### config.mk
export PLATFORM = sky130hd
export DESIGN_NAME = slpc_top
export DESIGN_NICKNAME = d
export VERILOG_FILES = /design/src/rtl/slpc_pkg.sv /design/src/rtl/slpc_axil.sv /design/src/rtl/slpc_lane_pwr.sv /design/src/rtl/slpc_top.sv
export VERILOG_INCLUDE_DIRS = /design/src /design/src/rtl
export SDC_FILE = /design/constraint.sdc
export NUM_CORES = 1
export LEC_CHECK = 0
export BUFFER_PORTS_ARGS = -buffer_cell sky130_fd_sc_hd__buf_2
export CAP_MARGIN = 40
export CORE_MARGIN = 1.5
export CORE_UTILIZATION = 50
export CTS_CLUSTER_DIAMETER = 120
export DETAILED_ROUTE_END_ITERATION = 6
export PLACE_DENSITY = 0.76
export SETUP_SLACK_MARGIN = 0.05
export SYNTH_ARGS = -nofsm -noshare
export SYNTH_HDL_FRONTEND = slang
export SYNTH_SLANG_ARGS = --single-unit
### constraint.sdc
create_clock -name CLK -period 10.2 [get_ports CLK]
set_input_delay 0 -clock CLK [delete_from_list [all_inputs] [get_ports CLK]]
set_output_delay 0 -clock CLK [all_outputs]
set_load 0.1 [all_outputs]
### src/rtl/slpc_cfg.svh
// constants for the lane power and low-swing control block
`ifndef SLPC_CFG_SVH
`define SLPC_CFG_SVH
`define SLPC_OFF_QUAD_CTL     12'h000
`define SLPC_OFF_TX_LANE_CTL  12'h004
`define SLPC_OFF_RX_EQ_BASE   12'h010
`define SLPC_OFF_LINK_CTL_2   12'h030
`define SLPC_OFF_LINK_STAT_2  12'h034
`define SLPC_OFF_LANE_STATUS  12'h038
`define SLPC_OFF_PORT_CTL     12'h03C
`define SLPC_BIT_LSE          0
`define SLPC_BIT_PWRDN        1
`define SLPC_LSG1_LSB         0
`define SLPC_LSG2_LSB         8
`define SLPC_RX_EQ_ZERO_LSB        0
`define SLPC_RX_EQ_BOOST_LSB        4
`define SLPC_SDE_BIT          6
`define SLPC_TM_LSB           7
`define SLPC_CDE_BIT          12
`define SLPC_RST_LSG1         4'h7
`define SLPC_RST_LSG2         4'h7
`define SLPC_RST_RXEQ         8'h00
`define SLPC_RST_LINK_CTL_2   32'h0000_0000
`define SLPC_RST_PORT_CTL     32'h0000_0001
`define SLPC_LANES            8
`define SLPC_QUADS            2
`endif

### src/rtl/slpc_pkg.sv
// types for the lane power and low-swing control block
package slpc_pkg;
   typedef enum logic [1:0] {
      SLPC_P0,
      SLPC_P1,
      SLPC_P2_OFF
   } slpc_lane_pwr_e;
   typedef enum logic [1:0] {
      SLPC_W_X1,
      SLPC_W_X2,
      SLPC_W_X4,
      SLPC_W_X8
   } slpc_width_e;
endpackage

### src/rtl/slpc_axil.sv
// axi4-lite slave front end producing register strobes
module slpc_axil
   import slpc_pkg::*;
(
   input  wire logic        clk,
   input  wire logic        rst,
   input  wire logic [11:0] awaddr,
   input  wire logic        awvalid,
   output logic             awready,
   input  wire logic [31:0] wdata,
   input  wire logic [3:0]  wstrb,
   input  wire logic        wvalid,
   output logic             wready,
   output logic [1:0]       bresp,
   output logic             bvalid,
   input  wire logic        bready,
   input  wire logic [11:0] araddr,
   input  wire logic        arvalid,
   output logic             arready,
   output logic [31:0]      rdata,
   output logic [1:0]       rresp,
   output logic             rvalid,
   input  wire logic        rready,
   output logic             wr_en,
   output logic [11:0]      wr_addr,
   output logic [31:0]      wr_data,
   output logic [3:0]       wr_strb,
   input  wire logic        wr_ok,
   output logic [11:0]      rd_addr,
   input  wire logic [31:0] rd_value,
   input  wire logic        rd_ok
);
   logic        aw_held, w_held, next_aw_held, next_w_held;
   logic [11:0] aw_q, next_aw_q;
   logic [31:0] w_q, next_w_q;
   logic [3:0]  s_q, next_s_q;
   logic        next_bvalid, next_rvalid;
   logic [1:0]  next_bresp, next_rresp;
   logic [31:0] next_rdata;

   assign awready = !aw_held && !bvalid;
   assign wready  = !w_held && !bvalid;
   assign arready = !rvalid;
   assign rd_addr = araddr;
   assign wr_en   = aw_held && w_held && !bvalid;
   assign wr_addr = aw_q;
   assign wr_data = w_q;
   assign wr_strb = s_q;

   always_comb begin
      next_aw_held = aw_held;
      next_w_held  = w_held;
      next_aw_q    = aw_q;
      next_w_q     = w_q;
      next_s_q     = s_q;
      next_bvalid  = bvalid;
      next_bresp   = bresp;
      next_rvalid  = rvalid;
      next_rresp   = rresp;
      next_rdata   = rdata;
      if (awvalid && awready) begin
         next_aw_held = 1'b1;
         next_aw_q    = awaddr;
      end
      if (wvalid && wready) begin
         next_w_held = 1'b1;
         next_w_q    = wdata;
         next_s_q    = wstrb;
      end
      if (wr_en) begin
         next_aw_held = 1'b0;
         next_w_held  = 1'b0;
         next_bvalid  = 1'b1;
         next_bresp   = wr_ok ? 2'h0 : 2'h2;
      end else if (bvalid && bready) begin
         next_bvalid = 1'b0;
      end
      if (arvalid && arready) begin
         next_rvalid = 1'b1;
         next_rdata  = rd_ok ? rd_value : 32'h0000_0000;
         next_rresp  = rd_ok ? 2'h0 : 2'h2;
      end else if (rvalid && rready) begin
         next_rvalid = 1'b0;
      end
   end

   always_ff @(posedge clk or posedge rst) begin
      if (rst) begin
         aw_held <= 1'b0;
         w_held  <= 1'b0;
         aw_q    <= 12'h000;
         w_q     <= 32'h0000_0000;
         s_q     <= 4'h0;
         bvalid  <= 1'b0;
         bresp   <= 2'h0;
         rvalid  <= 1'b0;
         rresp   <= 2'h0;
         rdata   <= 32'h0000_0000;
      end else begin
         aw_held <= next_aw_held;
         w_held  <= next_w_held;
         aw_q    <= next_aw_q;
         w_q     <= next_w_q;
         s_q     <= next_s_q;
         bvalid  <= next_bvalid;
         bresp   <= next_bresp;
         rvalid  <= next_rvalid;
         rresp   <= next_rresp;
         rdata   <= next_rdata;
      end
   end
endmodule

### src/rtl/slpc_lane_pwr.sv
// per-lane power state decision for one port's lanes
`include "slpc_cfg.svh"
module slpc_lane_pwr
   import slpc_pkg::*;
(
   input  wire logic                      clk,
   input  wire logic                      rst,
   input  wire logic                      port_enable,
   input  wire slpc_width_e               port_width,
   input  wire logic [`SLPC_QUADS-1:0]    quad_power_down,
   input  wire logic                      in_detect,
   input  wire logic [`SLPC_LANES-1:0]    partner_detected,
   input  wire logic [`SLPC_LANES-1:0]    lane_active,
   output logic [`SLPC_LANES-1:0]         lane_used,
   output slpc_lane_pwr_e                 lane_state [`SLPC_LANES],
   output logic [`SLPC_QUADS-1:0]         quad_on
);
   logic [`SLPC_LANES-1:0] next_lane_used;
   logic [`SLPC_LANES-1:0] owned;
   slpc_lane_pwr_e         next_lane_state [`SLPC_LANES];
   logic [`SLPC_QUADS-1:0] next_quad_on;

   // lanes that belong to the port at its configured width
   function automatic logic [`SLPC_LANES-1:0] width_mask(input slpc_width_e w);
      unique case (w)
         SLPC_W_X1: width_mask = 8'h01;
         SLPC_W_X2: width_mask = 8'h03;
         SLPC_W_X4: width_mask = 8'h0F;
         SLPC_W_X8: width_mask = 8'hFF;
      endcase
   endfunction

   assign owned = width_mask(port_width);

   always_comb begin
      next_lane_used = lane_used;
      if (in_detect) begin
         next_lane_used = partner_detected & owned;
      end
      for (int q = 0; q < `SLPC_QUADS; q++) begin
         // quad off when port disabled or no owned lane
         next_quad_on[q] = port_enable && !quad_power_down[q] && (owned[q*4 +: 4] != 4'h0);
      end
      for (int l = 0; l < `SLPC_LANES; l++) begin
         if (!next_quad_on[l/4] || !port_enable || !owned[l]) begin
            // disabled lanes go deep low power
            next_lane_state[l] = SLPC_P2_OFF;
         end else if (!next_lane_used[l]) begin
            next_lane_state[l] = SLPC_P2_OFF;
         end else if (!lane_active[l] && !in_detect) begin
            next_lane_state[l] = SLPC_P1;
         end else begin
            next_lane_state[l] = SLPC_P0;
         end
      end
   end

   always_ff @(posedge clk or posedge rst) begin
      if (rst) begin
         lane_used <= '0;
         quad_on   <= '0;
         for (int l = 0; l < `SLPC_LANES; l++) begin
            lane_state[l] <= SLPC_P2_OFF;
         end
      end else begin
         lane_used <= next_lane_used;
         quad_on   <= next_quad_on;
         for (int l = 0; l < `SLPC_LANES; l++) begin
            lane_state[l] <= next_lane_state[l];
         end
      end
   end
endmodule

### src/rtl/slpc_top.sv
// lane power and low-swing transmit control with axi4-lite registers
`include "slpc_cfg.svh"

// Notes on behaviour
// - low-swing enable bits of both quads select low-swing transmit, else full swing
// - low-swing reduces drive level and forces de-emphasis off
// - selectable and compliance de-emphasis fields ignored in low-swing
// - current de-emphasis status invalid in low-swing mode
// - gen1 low-swing drive from gen1 level code, 0x00 low to 0x0F high
// - gen2 low-swing drive from gen2 level code, 0x0F largest
// - compliance entry in low-swing uses margin field low-swing set
// - compliance entry in low-swing turns de-emphasis off
// - per-lane receiver equalization zero and boost controls held per lane
// - disabled x4 or x8 port puts its one or two quads deep low
// - disabled x1 or x2 port also turns quad 0 off, as for x4 or x8
// - quad whose lanes all belong to disabled ports goes deep low
// - enabled port: quads holding its lanes on, used lanes full power, unused lanes down
// - used lanes are those detected in detect, relearned on each detect
// - lanes dropped by downconfigure go to p1, idle tx, rx termination on
// - quad power-down bit powers whole quad down for every sharer
module slpc_top
   import slpc_pkg::*;
(
   input  wire logic          CLK,
   input  wire logic          RST,
   input  wire logic [11:0]   AWADDR,
   input  wire logic          AWVALID,
   output logic               AWREADY,
   input  wire logic [31:0]   WDATA,
   input  wire logic [3:0]    WSTRB,
   input  wire logic          WVALID,
   output logic               WREADY,
   output logic [1:0]         BRESP,
   output logic               BVALID,
   input  wire logic          BREADY,
   input  wire logic [11:0]   ARADDR,
   input  wire logic          ARVALID,
   output logic               ARREADY,
   output logic [31:0]        RDATA,
   output logic [1:0]         RRESP,
   output logic               RVALID,
   input  wire logic          RREADY,
   input  wire logic          GEN2_SPEED,
   input  wire logic          IN_COMPLIANCE,
   input  wire logic          IN_DETECT,
   input  wire logic [7:0]    PARTNER_DETECTED,
   input  wire logic [7:0]    LANE_ACTIVE,
   input  wire logic [1:0]    APPLIED_DEEMPH,
   output logic               TX_LOW_SWING,
   output logic [3:0]         TX_DRIVE_LEVEL,
   output logic               TX_MARGIN_LOW_SET,
   output logic               TX_DEEMPH_EN,
   output logic [1:0]         TX_DEEMPH_SEL,
   output logic [7:0]         RX_EQ_ZERO,
   output logic [31:0]        RX_EQ_BOOST,
   output logic [15:0]        LANE_PWR_STATE,
   output logic [7:0]         LANE_TX_IDLE,
   output logic [7:0]         LANE_RX_TERM,
   output logic [1:0]         QUAD_ON
);
   logic [11:0] wr_addr, rd_addr;
   logic [31:0] wr_data, rd_value;
   logic [3:0]  wr_strb;
   logic        wr_en, wr_ok, rd_ok;

   // per-quad control: low-swing enable, power-down
   logic [1:0]  low_swing_enable, next_low_swing_enable;
   logic [1:0]  quad_power_down, next_quad_power_down;
   logic [3:0]  low_swing_level_gen1, next_low_swing_level_gen1;
   logic [3:0]  low_swing_level_gen2, next_low_swing_level_gen2;
   logic [3:0]  full_swing_level, next_full_swing_level;
   logic [7:0]  rx_eq_lane_ctl [`SLPC_LANES];
   logic [7:0]  next_rx_eq_lane_ctl [`SLPC_LANES];
   logic        selectable_deemph, next_selectable_deemph;
   logic        compliance_deemph, next_compliance_deemph;
   logic [2:0]  transmit_margin_sel, next_transmit_margin_sel;
   logic        port_enable, next_port_enable;
   slpc_width_e port_width, next_port_width;
   logic        low_swing;

   logic [7:0]         lane_used;
   slpc_lane_pwr_e     lane_state [`SLPC_LANES];
   logic [1:0]         quad_on;

   slpc_axil u_axil (
      .clk      (CLK),
      .rst      (RST),
      .awaddr   (AWADDR),
      .awvalid  (AWVALID),
      .awready  (AWREADY),
      .wdata    (WDATA),
      .wstrb    (WSTRB),
      .wvalid   (WVALID),
      .wready   (WREADY),
      .bresp    (BRESP),
      .bvalid   (BVALID),
      .bready   (BREADY),
      .araddr   (ARADDR),
      .arvalid  (ARVALID),
      .arready  (ARREADY),
      .rdata    (RDATA),
      .rresp    (RRESP),
      .rvalid   (RVALID),
      .rready   (RREADY),
      .wr_en    (wr_en),
      .wr_addr  (wr_addr),
      .wr_data  (wr_data),
      .wr_strb  (wr_strb),
      .wr_ok    (wr_ok),
      .rd_addr  (rd_addr),
      .rd_value (rd_value),
      .rd_ok    (rd_ok)
   );

   slpc_lane_pwr u_pwr (
      .clk              (CLK),
      .rst              (RST),
      .port_enable      (port_enable),
      .port_width       (port_width),
      .quad_power_down  (quad_power_down),
      .in_detect        (IN_DETECT),
      .partner_detected (PARTNER_DETECTED),
      .lane_active      (LANE_ACTIVE),
      .lane_used        (lane_used),
      .lane_state       (lane_state),
      .quad_on          (quad_on)
   );

   // register index check shared by read and write decode
   function automatic logic is_mapped(input logic [11:0] a);
      is_mapped = (a[1:0] == 2'h0) && (a <= `SLPC_OFF_PORT_CTL) &&
                  !(a > `SLPC_OFF_TX_LANE_CTL && a < `SLPC_OFF_RX_EQ_BASE);
   endfunction

   assign wr_ok = is_mapped(wr_addr);
   assign rd_ok = is_mapped(rd_addr);

   // a port in low swing only when both quads agree; merged port needs both
   assign low_swing = &low_swing_enable;

   always_comb begin
      next_low_swing_enable     = low_swing_enable;
      next_quad_power_down      = quad_power_down;
      next_low_swing_level_gen1 = low_swing_level_gen1;
      next_low_swing_level_gen2 = low_swing_level_gen2;
      next_full_swing_level     = full_swing_level;
      next_selectable_deemph    = selectable_deemph;
      next_compliance_deemph    = compliance_deemph;
      next_transmit_margin_sel  = transmit_margin_sel;
      next_port_enable          = port_enable;
      next_port_width           = port_width;
      for (int l = 0; l < `SLPC_LANES; l++) begin
         next_rx_eq_lane_ctl[l] = rx_eq_lane_ctl[l];
      end
      // byte 0 lane here; byte 1 of the lane and link control registers is written below
      if (wr_en && wr_ok && wr_strb[0]) begin
         unique case (wr_addr)
            `SLPC_OFF_QUAD_CTL: begin
               next_low_swing_enable = {wr_data[`SLPC_BIT_LSE + 4], wr_data[`SLPC_BIT_LSE]};
               next_quad_power_down  = {wr_data[`SLPC_BIT_PWRDN + 4], wr_data[`SLPC_BIT_PWRDN]};
            end
            `SLPC_OFF_TX_LANE_CTL: begin
               next_low_swing_level_gen1 = wr_data[`SLPC_LSG1_LSB +: 4];
               next_full_swing_level     = wr_data[4 +: 4];
            end
            `SLPC_OFF_LINK_CTL_2: begin
               next_selectable_deemph = wr_data[`SLPC_SDE_BIT];
               next_transmit_margin_sel[0] = wr_data[`SLPC_TM_LSB];
            end
            `SLPC_OFF_PORT_CTL: begin
               next_port_enable = wr_data[0];
               next_port_width  = slpc_width_e'(wr_data[5:4]);
            end
            default: begin
               for (int l = 0; l < `SLPC_LANES; l++) begin
                  if (wr_addr == `SLPC_OFF_RX_EQ_BASE + 12'(4 * l)) begin
                     next_rx_eq_lane_ctl[l] = wr_data[7:0];
                  end
               end
            end
         endcase
      end
      if (wr_en && wr_ok && wr_strb[1]) begin
         if (wr_addr == `SLPC_OFF_TX_LANE_CTL) begin
            next_low_swing_level_gen2 = wr_data[`SLPC_LSG2_LSB +: 4];
         end
         if (wr_addr == `SLPC_OFF_LINK_CTL_2) begin
            next_transmit_margin_sel[2:1] = wr_data[`SLPC_TM_LSB + 1 +: 2];
            next_compliance_deemph        = wr_data[`SLPC_CDE_BIT];
         end
      end
   end

   always_comb begin
      rd_value = 32'h0000_0000;
      unique case (rd_addr)
         `SLPC_OFF_QUAD_CTL: begin
            rd_value[`SLPC_BIT_LSE]       = low_swing_enable[0];
            rd_value[`SLPC_BIT_PWRDN]     = quad_power_down[0];
            rd_value[`SLPC_BIT_LSE + 4]   = low_swing_enable[1];
            rd_value[`SLPC_BIT_PWRDN + 4] = quad_power_down[1];
         end
         `SLPC_OFF_TX_LANE_CTL: begin
            rd_value[`SLPC_LSG1_LSB +: 4] = low_swing_level_gen1;
            rd_value[4 +: 4]              = full_swing_level;
            rd_value[`SLPC_LSG2_LSB +: 4] = low_swing_level_gen2;
         end
         `SLPC_OFF_LINK_CTL_2: begin
            rd_value[`SLPC_SDE_BIT]       = selectable_deemph;
            rd_value[`SLPC_TM_LSB +: 3]   = transmit_margin_sel;
            rd_value[`SLPC_CDE_BIT]       = compliance_deemph;
         end
         // current de-emphasis reads as zero, invalid in low swing
         `SLPC_OFF_LINK_STAT_2: rd_value[1:0] = low_swing ? 2'h0 : APPLIED_DEEMPH;
         `SLPC_OFF_LANE_STATUS: rd_value[17:0] = {quad_on, LANE_PWR_STATE};
         `SLPC_OFF_PORT_CTL: rd_value[5:0] = {port_width, 3'h0, port_enable};
         default: begin
            for (int l = 0; l < `SLPC_LANES; l++) begin
               if (rd_addr == `SLPC_OFF_RX_EQ_BASE + 12'(4 * l)) begin
                  rd_value[7:0] = rx_eq_lane_ctl[l];
               end
            end
         end
      endcase
   end

   always_ff @(posedge CLK or posedge RST) begin
      if (RST) begin
         low_swing_enable     <= 2'h0;
         quad_power_down      <= 2'h0;
         low_swing_level_gen1 <= `SLPC_RST_LSG1;
         low_swing_level_gen2 <= `SLPC_RST_LSG2;
         full_swing_level     <= 4'hF;
         selectable_deemph    <= 1'b0;
         compliance_deemph    <= 1'b0;
         transmit_margin_sel  <= 3'h0;
         port_enable          <= 1'b1;
         port_width           <= SLPC_W_X8;
         for (int l = 0; l < `SLPC_LANES; l++) begin
            rx_eq_lane_ctl[l] <= `SLPC_RST_RXEQ;
         end
      end else begin
         low_swing_enable     <= next_low_swing_enable;
         quad_power_down      <= next_quad_power_down;
         low_swing_level_gen1 <= next_low_swing_level_gen1;
         low_swing_level_gen2 <= next_low_swing_level_gen2;
         full_swing_level     <= next_full_swing_level;
         selectable_deemph    <= next_selectable_deemph;
         compliance_deemph    <= next_compliance_deemph;
         transmit_margin_sel  <= next_transmit_margin_sel;
         port_enable          <= next_port_enable;
         port_width           <= next_port_width;
         for (int l = 0; l < `SLPC_LANES; l++) begin
            rx_eq_lane_ctl[l] <= next_rx_eq_lane_ctl[l];
         end
      end
   end

   // transmit controls, registered like the data outputs
   logic [3:0] next_drive;
   logic       next_deemph_en, next_margin_low;
   logic [1:0] next_deemph_sel;
   always_comb begin
      next_margin_low = 1'b0;
      next_deemph_sel = {compliance_deemph, selectable_deemph};
      if (low_swing) begin
         next_drive     = GEN2_SPEED ? low_swing_level_gen2 : low_swing_level_gen1;
         next_deemph_en  = 1'b0;
         next_deemph_sel = 2'h0;
         if (IN_COMPLIANCE) begin
            next_drive      = {1'b0, transmit_margin_sel};
            next_margin_low = 1'b1;
         end
      end else begin
         next_drive     = IN_COMPLIANCE ? {1'b0, transmit_margin_sel} : full_swing_level;
         next_deemph_en = 1'b1;
      end
   end

   always_ff @(posedge CLK or posedge RST) begin
      if (RST) begin
         TX_LOW_SWING      <= 1'b0;
         TX_DRIVE_LEVEL    <= 4'hF;
         TX_DEEMPH_EN      <= 1'b1;
         TX_DEEMPH_SEL     <= 2'h0;
         TX_MARGIN_LOW_SET <= 1'b0;
      end else begin
         TX_LOW_SWING      <= low_swing;
         TX_DRIVE_LEVEL    <= next_drive;
         TX_DEEMPH_EN      <= next_deemph_en;
         TX_DEEMPH_SEL     <= next_deemph_sel;
         TX_MARGIN_LOW_SET <= next_margin_low;
      end
   end

   for (genvar l = 0; l < `SLPC_LANES; l++) begin : g_lane
      assign RX_EQ_ZERO[l]          = rx_eq_lane_ctl[l][`SLPC_RX_EQ_ZERO_LSB];
      assign RX_EQ_BOOST[4*l +: 4]  = rx_eq_lane_ctl[l][`SLPC_RX_EQ_BOOST_LSB +: 4];
      assign LANE_PWR_STATE[2*l +: 2] = lane_state[l];
      // p1 lanes idle tx, keep rx termination
      assign LANE_TX_IDLE[l]        = (lane_state[l] != SLPC_P0);
      assign LANE_RX_TERM[l]        = (lane_state[l] != SLPC_P2_OFF);
   end
   assign QUAD_ON = quad_on;
endmodule

==> summary.md <==
| Metric | Value |
|---|---|
| Status | `complete, no violations` |
| Row cnt | `47` |
| ANT cells | `0` |
| Maximum vdd drop | `218 uV` |
| Largest stage delay on the critical path | `0.58 ns` |
| Yosys top cell by area | `dfrtp_1` |
| Area of the core | `16500 um^2` |
| DR vias | `6305` |
| Mapped Area | `8370 um^2` |
| # DRC | `0` |
| Fraction of layout cells with a size suffix above 1 | `0.424` |
| Peak Freq | `0.383 GHz` |
| I/O Buffers | `174` |
| Drt initial violations | `428` |
| Hold_sp | `IN_DETECT` |
| Routed vias/inst | `5.62` |
| Vias in the first global route | `6273` |
| CTS resizes | `0` |
| Tightest Pin Transition | `1.01 ns` |
| Slew Limit Headroom | `0.321` |
| Main area contributors after synthesis | `dfrtp_1, mux2_2, dfstp_2, buf_4, o21ai_0` |
| Slew Viols, Final | `0` |
| Layout Skew | `0.00742 ns` |
| Post-Route Setup TNS | `0 ns` |
| Clock-pin slew on the worst setup and hold paths | `0.06 ns` |
| Cell variety after synth | `60` |
| Remaining Overflow, GRT | `0` |
| Final hold vios | `0` |
| Routed WL per cell | `19.6 um` |
| Startpoint types | `flip-flop` |
| CTS Sinks | `174` |
| Initial antenna violation count | `0` |
| Worst path slowest cell | `or4_1` |
| Syn avg cell area | `11.7 um^2` |
| Fin util | `0.621` |
| Leak Pwr | `4.86 nW` |
| Dpl hpwl | `15000 um` |
| R2R Setup Slk | `7.59 ns` |
| Global-route wire length before repair | `34600 um` |
| Bufs on Longest Clock Path | `2` |
| Total power draw | `1.82 mW` |
| Yosys warns | `0` |
| Clk root buf | `clkbuf_16` |
| Total wire length | `22000 um` |
| Hold path cells | `3` |
| Post-CTS Setup Bufs | `0` |
| Tcrit/Tclk final | `0.256` |
| GRT Resource Usage Total | `0.256` |
| Full die area | `17500 um^2` |
| Crit path max fanout | `8` |
| Chip width | `132 um` |
| Total CTS buffers | `17` |
| Hold buffer count at cts | `55` |
| R2R cell count | `5` |
| Yosys top cell area share | `0.443` |
| Sequential element share of the synthesized area | `0.524` |
| DRT antenna net count | `0` |
| Initial cell density of the core | `0.508` |
| Worst hold-check path type | `input port to flip-flop` |
| Worst path cell trace | `or4_1 -> nor4_1 -> nand3b_1 -> nor2_2 -> mux2_2` |
| Final min period | `2.61 ns` |
| Asr flop ratio synth | `1.00` |
| Hold endpoint | `u_pwr.lane_used[1]` |
| Critical path arrival | `2.93 ns` |
| DRT Pass-1 Iters | `5` |
| Ys flop type | `dfrtp_1` |
| Die H | `132 um` |
| Area Growth Syn to Fin | `22.1%` |
| CTS tree | `built` |
| Synth Register Bits | `174` |
| # Max-Cap Violations | `0` |
| Worst flop-to-flop path startpoint | `u_axil.wr_addr[1]` |
| IO Pins | `212` |
| Setup violators final | `0` |
| Pwr/cell area | `178 nW/um^2` |
| Routability Congestion | `0.854` |
| Number of flops mapped to enable cells by yosys | `0` |
| Clk_lat worst skew | `0.43 ns` |
| WP data required | `10.52 ns` |
| Pin count of the biggest net entering global routing | `74` |
| RSZ-0062 raised after global routing | `no` |
| Fin nets | `976` |
| Worst setup path class | `flip-flop to flip-flop` |
| CP endpoint kind | `flip-flop` |
| H-tree levels | `4` |
| Post-Syn Instances | `714` |
| Reg-to-Reg End | `rx_eq_lane_ctl[50]` |
==> layout make-up <==
type	count	area (um^2)
Inverter	15	61.3
Fill cell	1284	6250
Sequential cell	174	4390
Tap cell	220	275
Multi-Input combinational cell	445	3410
Clock buffer	22	464
Timing Repair Buffer	235	1490
Clock inverter	10	138
==> flip-flops by register name, summed over array words and instances (netlist names), 3 cells and up <==
name / cells
RX_EQ_BOOST: 32
rx_eq_lane_ctl: 24
u_axil.rdata: 18
u_pwr.lane_state: 16
u_axil.wr_data: 13
u_axil.wr_addr: 12
RX_EQ_ZERO: 8
u_pwr.lane_used: 8
TX_DRIVE_LEVEL: 4
full_swing_level: 4
low_swing_level_gen1: 4
low_swing_level_gen2: 4
transmit_margin_sel: 3
==> placed cells by master (no fill, tap or decap), types with 4 or more instances in the layout <==
| cell | synthesis | final |
|---|---|---|
| inv_1 | 15 | 14 |
| mux2i_1 | 16 | 16 |
| or2_2 | 10 | 10 |
| nand2b_1 | 19 | 19 |
| a22o_1 | 5 | 5 |
| dlygate4sd3_1 | 0 | 55 |
| dfrtp_1 | 148 | 148 |
| nor2_1 | 17 | 17 |
| a22oi_1 | 10 | 10 |
| nor2b_1 | 8 | 8 |
| nand3_1 | 27 | 27 |
| nand4b_1 | 4 | 4 |
| o2bb2ai_1 | 4 | 4 |
| a31oi_1 | 8 | 8 |
| a32oi_1 | 6 | 6 |
| or3_1 | 4 | 4 |
| a221oi_1 | 4 | 4 |
| and2_1 | 4 | 4 |
| mux2_2 | 115 | 115 |
| a221o_1 | 4 | 4 |
| nor4_1 | 11 | 11 |
| nor2_2 | 7 | 7 |
| nor3_1 | 7 | 7 |
| dfstp_2 | 26 | 26 |
| nand2_1 | 43 | 43 |
| conb_1 | 1 | 16 |
| buf_2 | 4 | 174 |
| buf_4 | 56 | 5 |
| o21ai_0 | 33 | 33 |
| a21oi_1 | 15 | 15 |
| clkbuf_16 | 0 | 17 |
==> worst max-delay path, delay by kind of cell (launching register included) <==
kind / cells / cell delay, ns
simple gates: 4 / 1.69
flops: 1 / 0.41
mux: 1 / 0.40
==> Yosys cell counts (all sizes together) (10+ instances only) <==
cell    number
a21oi       15
dfstp       26
nor4        13
dfrtp      148
inv         15
nand2b      19
nor2        24
mux2       118
nand3       27
mux2i       16
buf         65
o21ai       33
clkbuf      30
nand2       43
a22oi       10
or2         10
==> per-stage QoR <==
stage	cells	hold WS, ns	setup slack [ns]	cell area, um^2
floorplan	729	0.0326	5.53	8420
global placement	1031	0.161	7.62	9020
detailed placement	1034	0.0338	7.59	9070
CTS	1121	0.0161	7.58	10200
global route	1121	0.0606	7.48	10200
finish	1121	0.0313	7.59	10200
==> metal layers <==
| layer | vias to the layer above | track usage | share of wire |
|---|---|---|---|
| met3 | 41 | 0.0581 | 0.072 |
| met1 | 3124 | 0.348 | 0.44 |
| li1 | 2858 | - | - |
| met4 | 0 | 0.0818 | 0.020 |
| met5 | - | 0 | 0 |
| met2 | 282 | 0.409 | 0.47 |
==> kinds of logic after synthesis <==
kind of cell / after synthesis / share of synthesized area
AO/OA/AOI/OAI: 107 / 0.0881
buffers and inverters: 110 / 0.0751
flip-flops: 174 / 0.524
multiplexers: 136 / 0.185
other: 1 / 0.000448
AND/OR/NAND/NOR: 186 / 0.127
==> power breakdown <==
part / leakage [nW] / switching [mW] / internal [mW]
clock: 0.290 / 0.266 / 0.398
combinational: 2.31 / 0.186 / 0.109
sequential: 2.26 / 0.105 / 0.753
total: 4.86 / 0.557 / 1.26
==> how the worst max path moves through the flow <==
stage | slack (ns) | endpoint | cells past startpoint | startpoint
6_report | 7.59 | rx_eq_lane_ctl[50] | 5 | u_axil.wr_addr[1]
5_1_grt | 7.48 | rx_eq_lane_ctl[51] | 5 | u_axil.wr_addr[1]
3_3_place_gp | 7.62 | rx_eq_lane_ctl[51] | 5 | u_axil.wr_addr[1]
2_1_floorplan | 5.53 | RX_EQ_BOOST[0] | 1 | RST
4_1_cts | 7.58 | rx_eq_lane_ctl[50] | 5 | u_axil.wr_addr[1]
3_5_place_dp | 7.59 | rx_eq_lane_ctl[50] | 5 | u_axil.wr_addr[1]
Power figures use the tool's default switching activity.
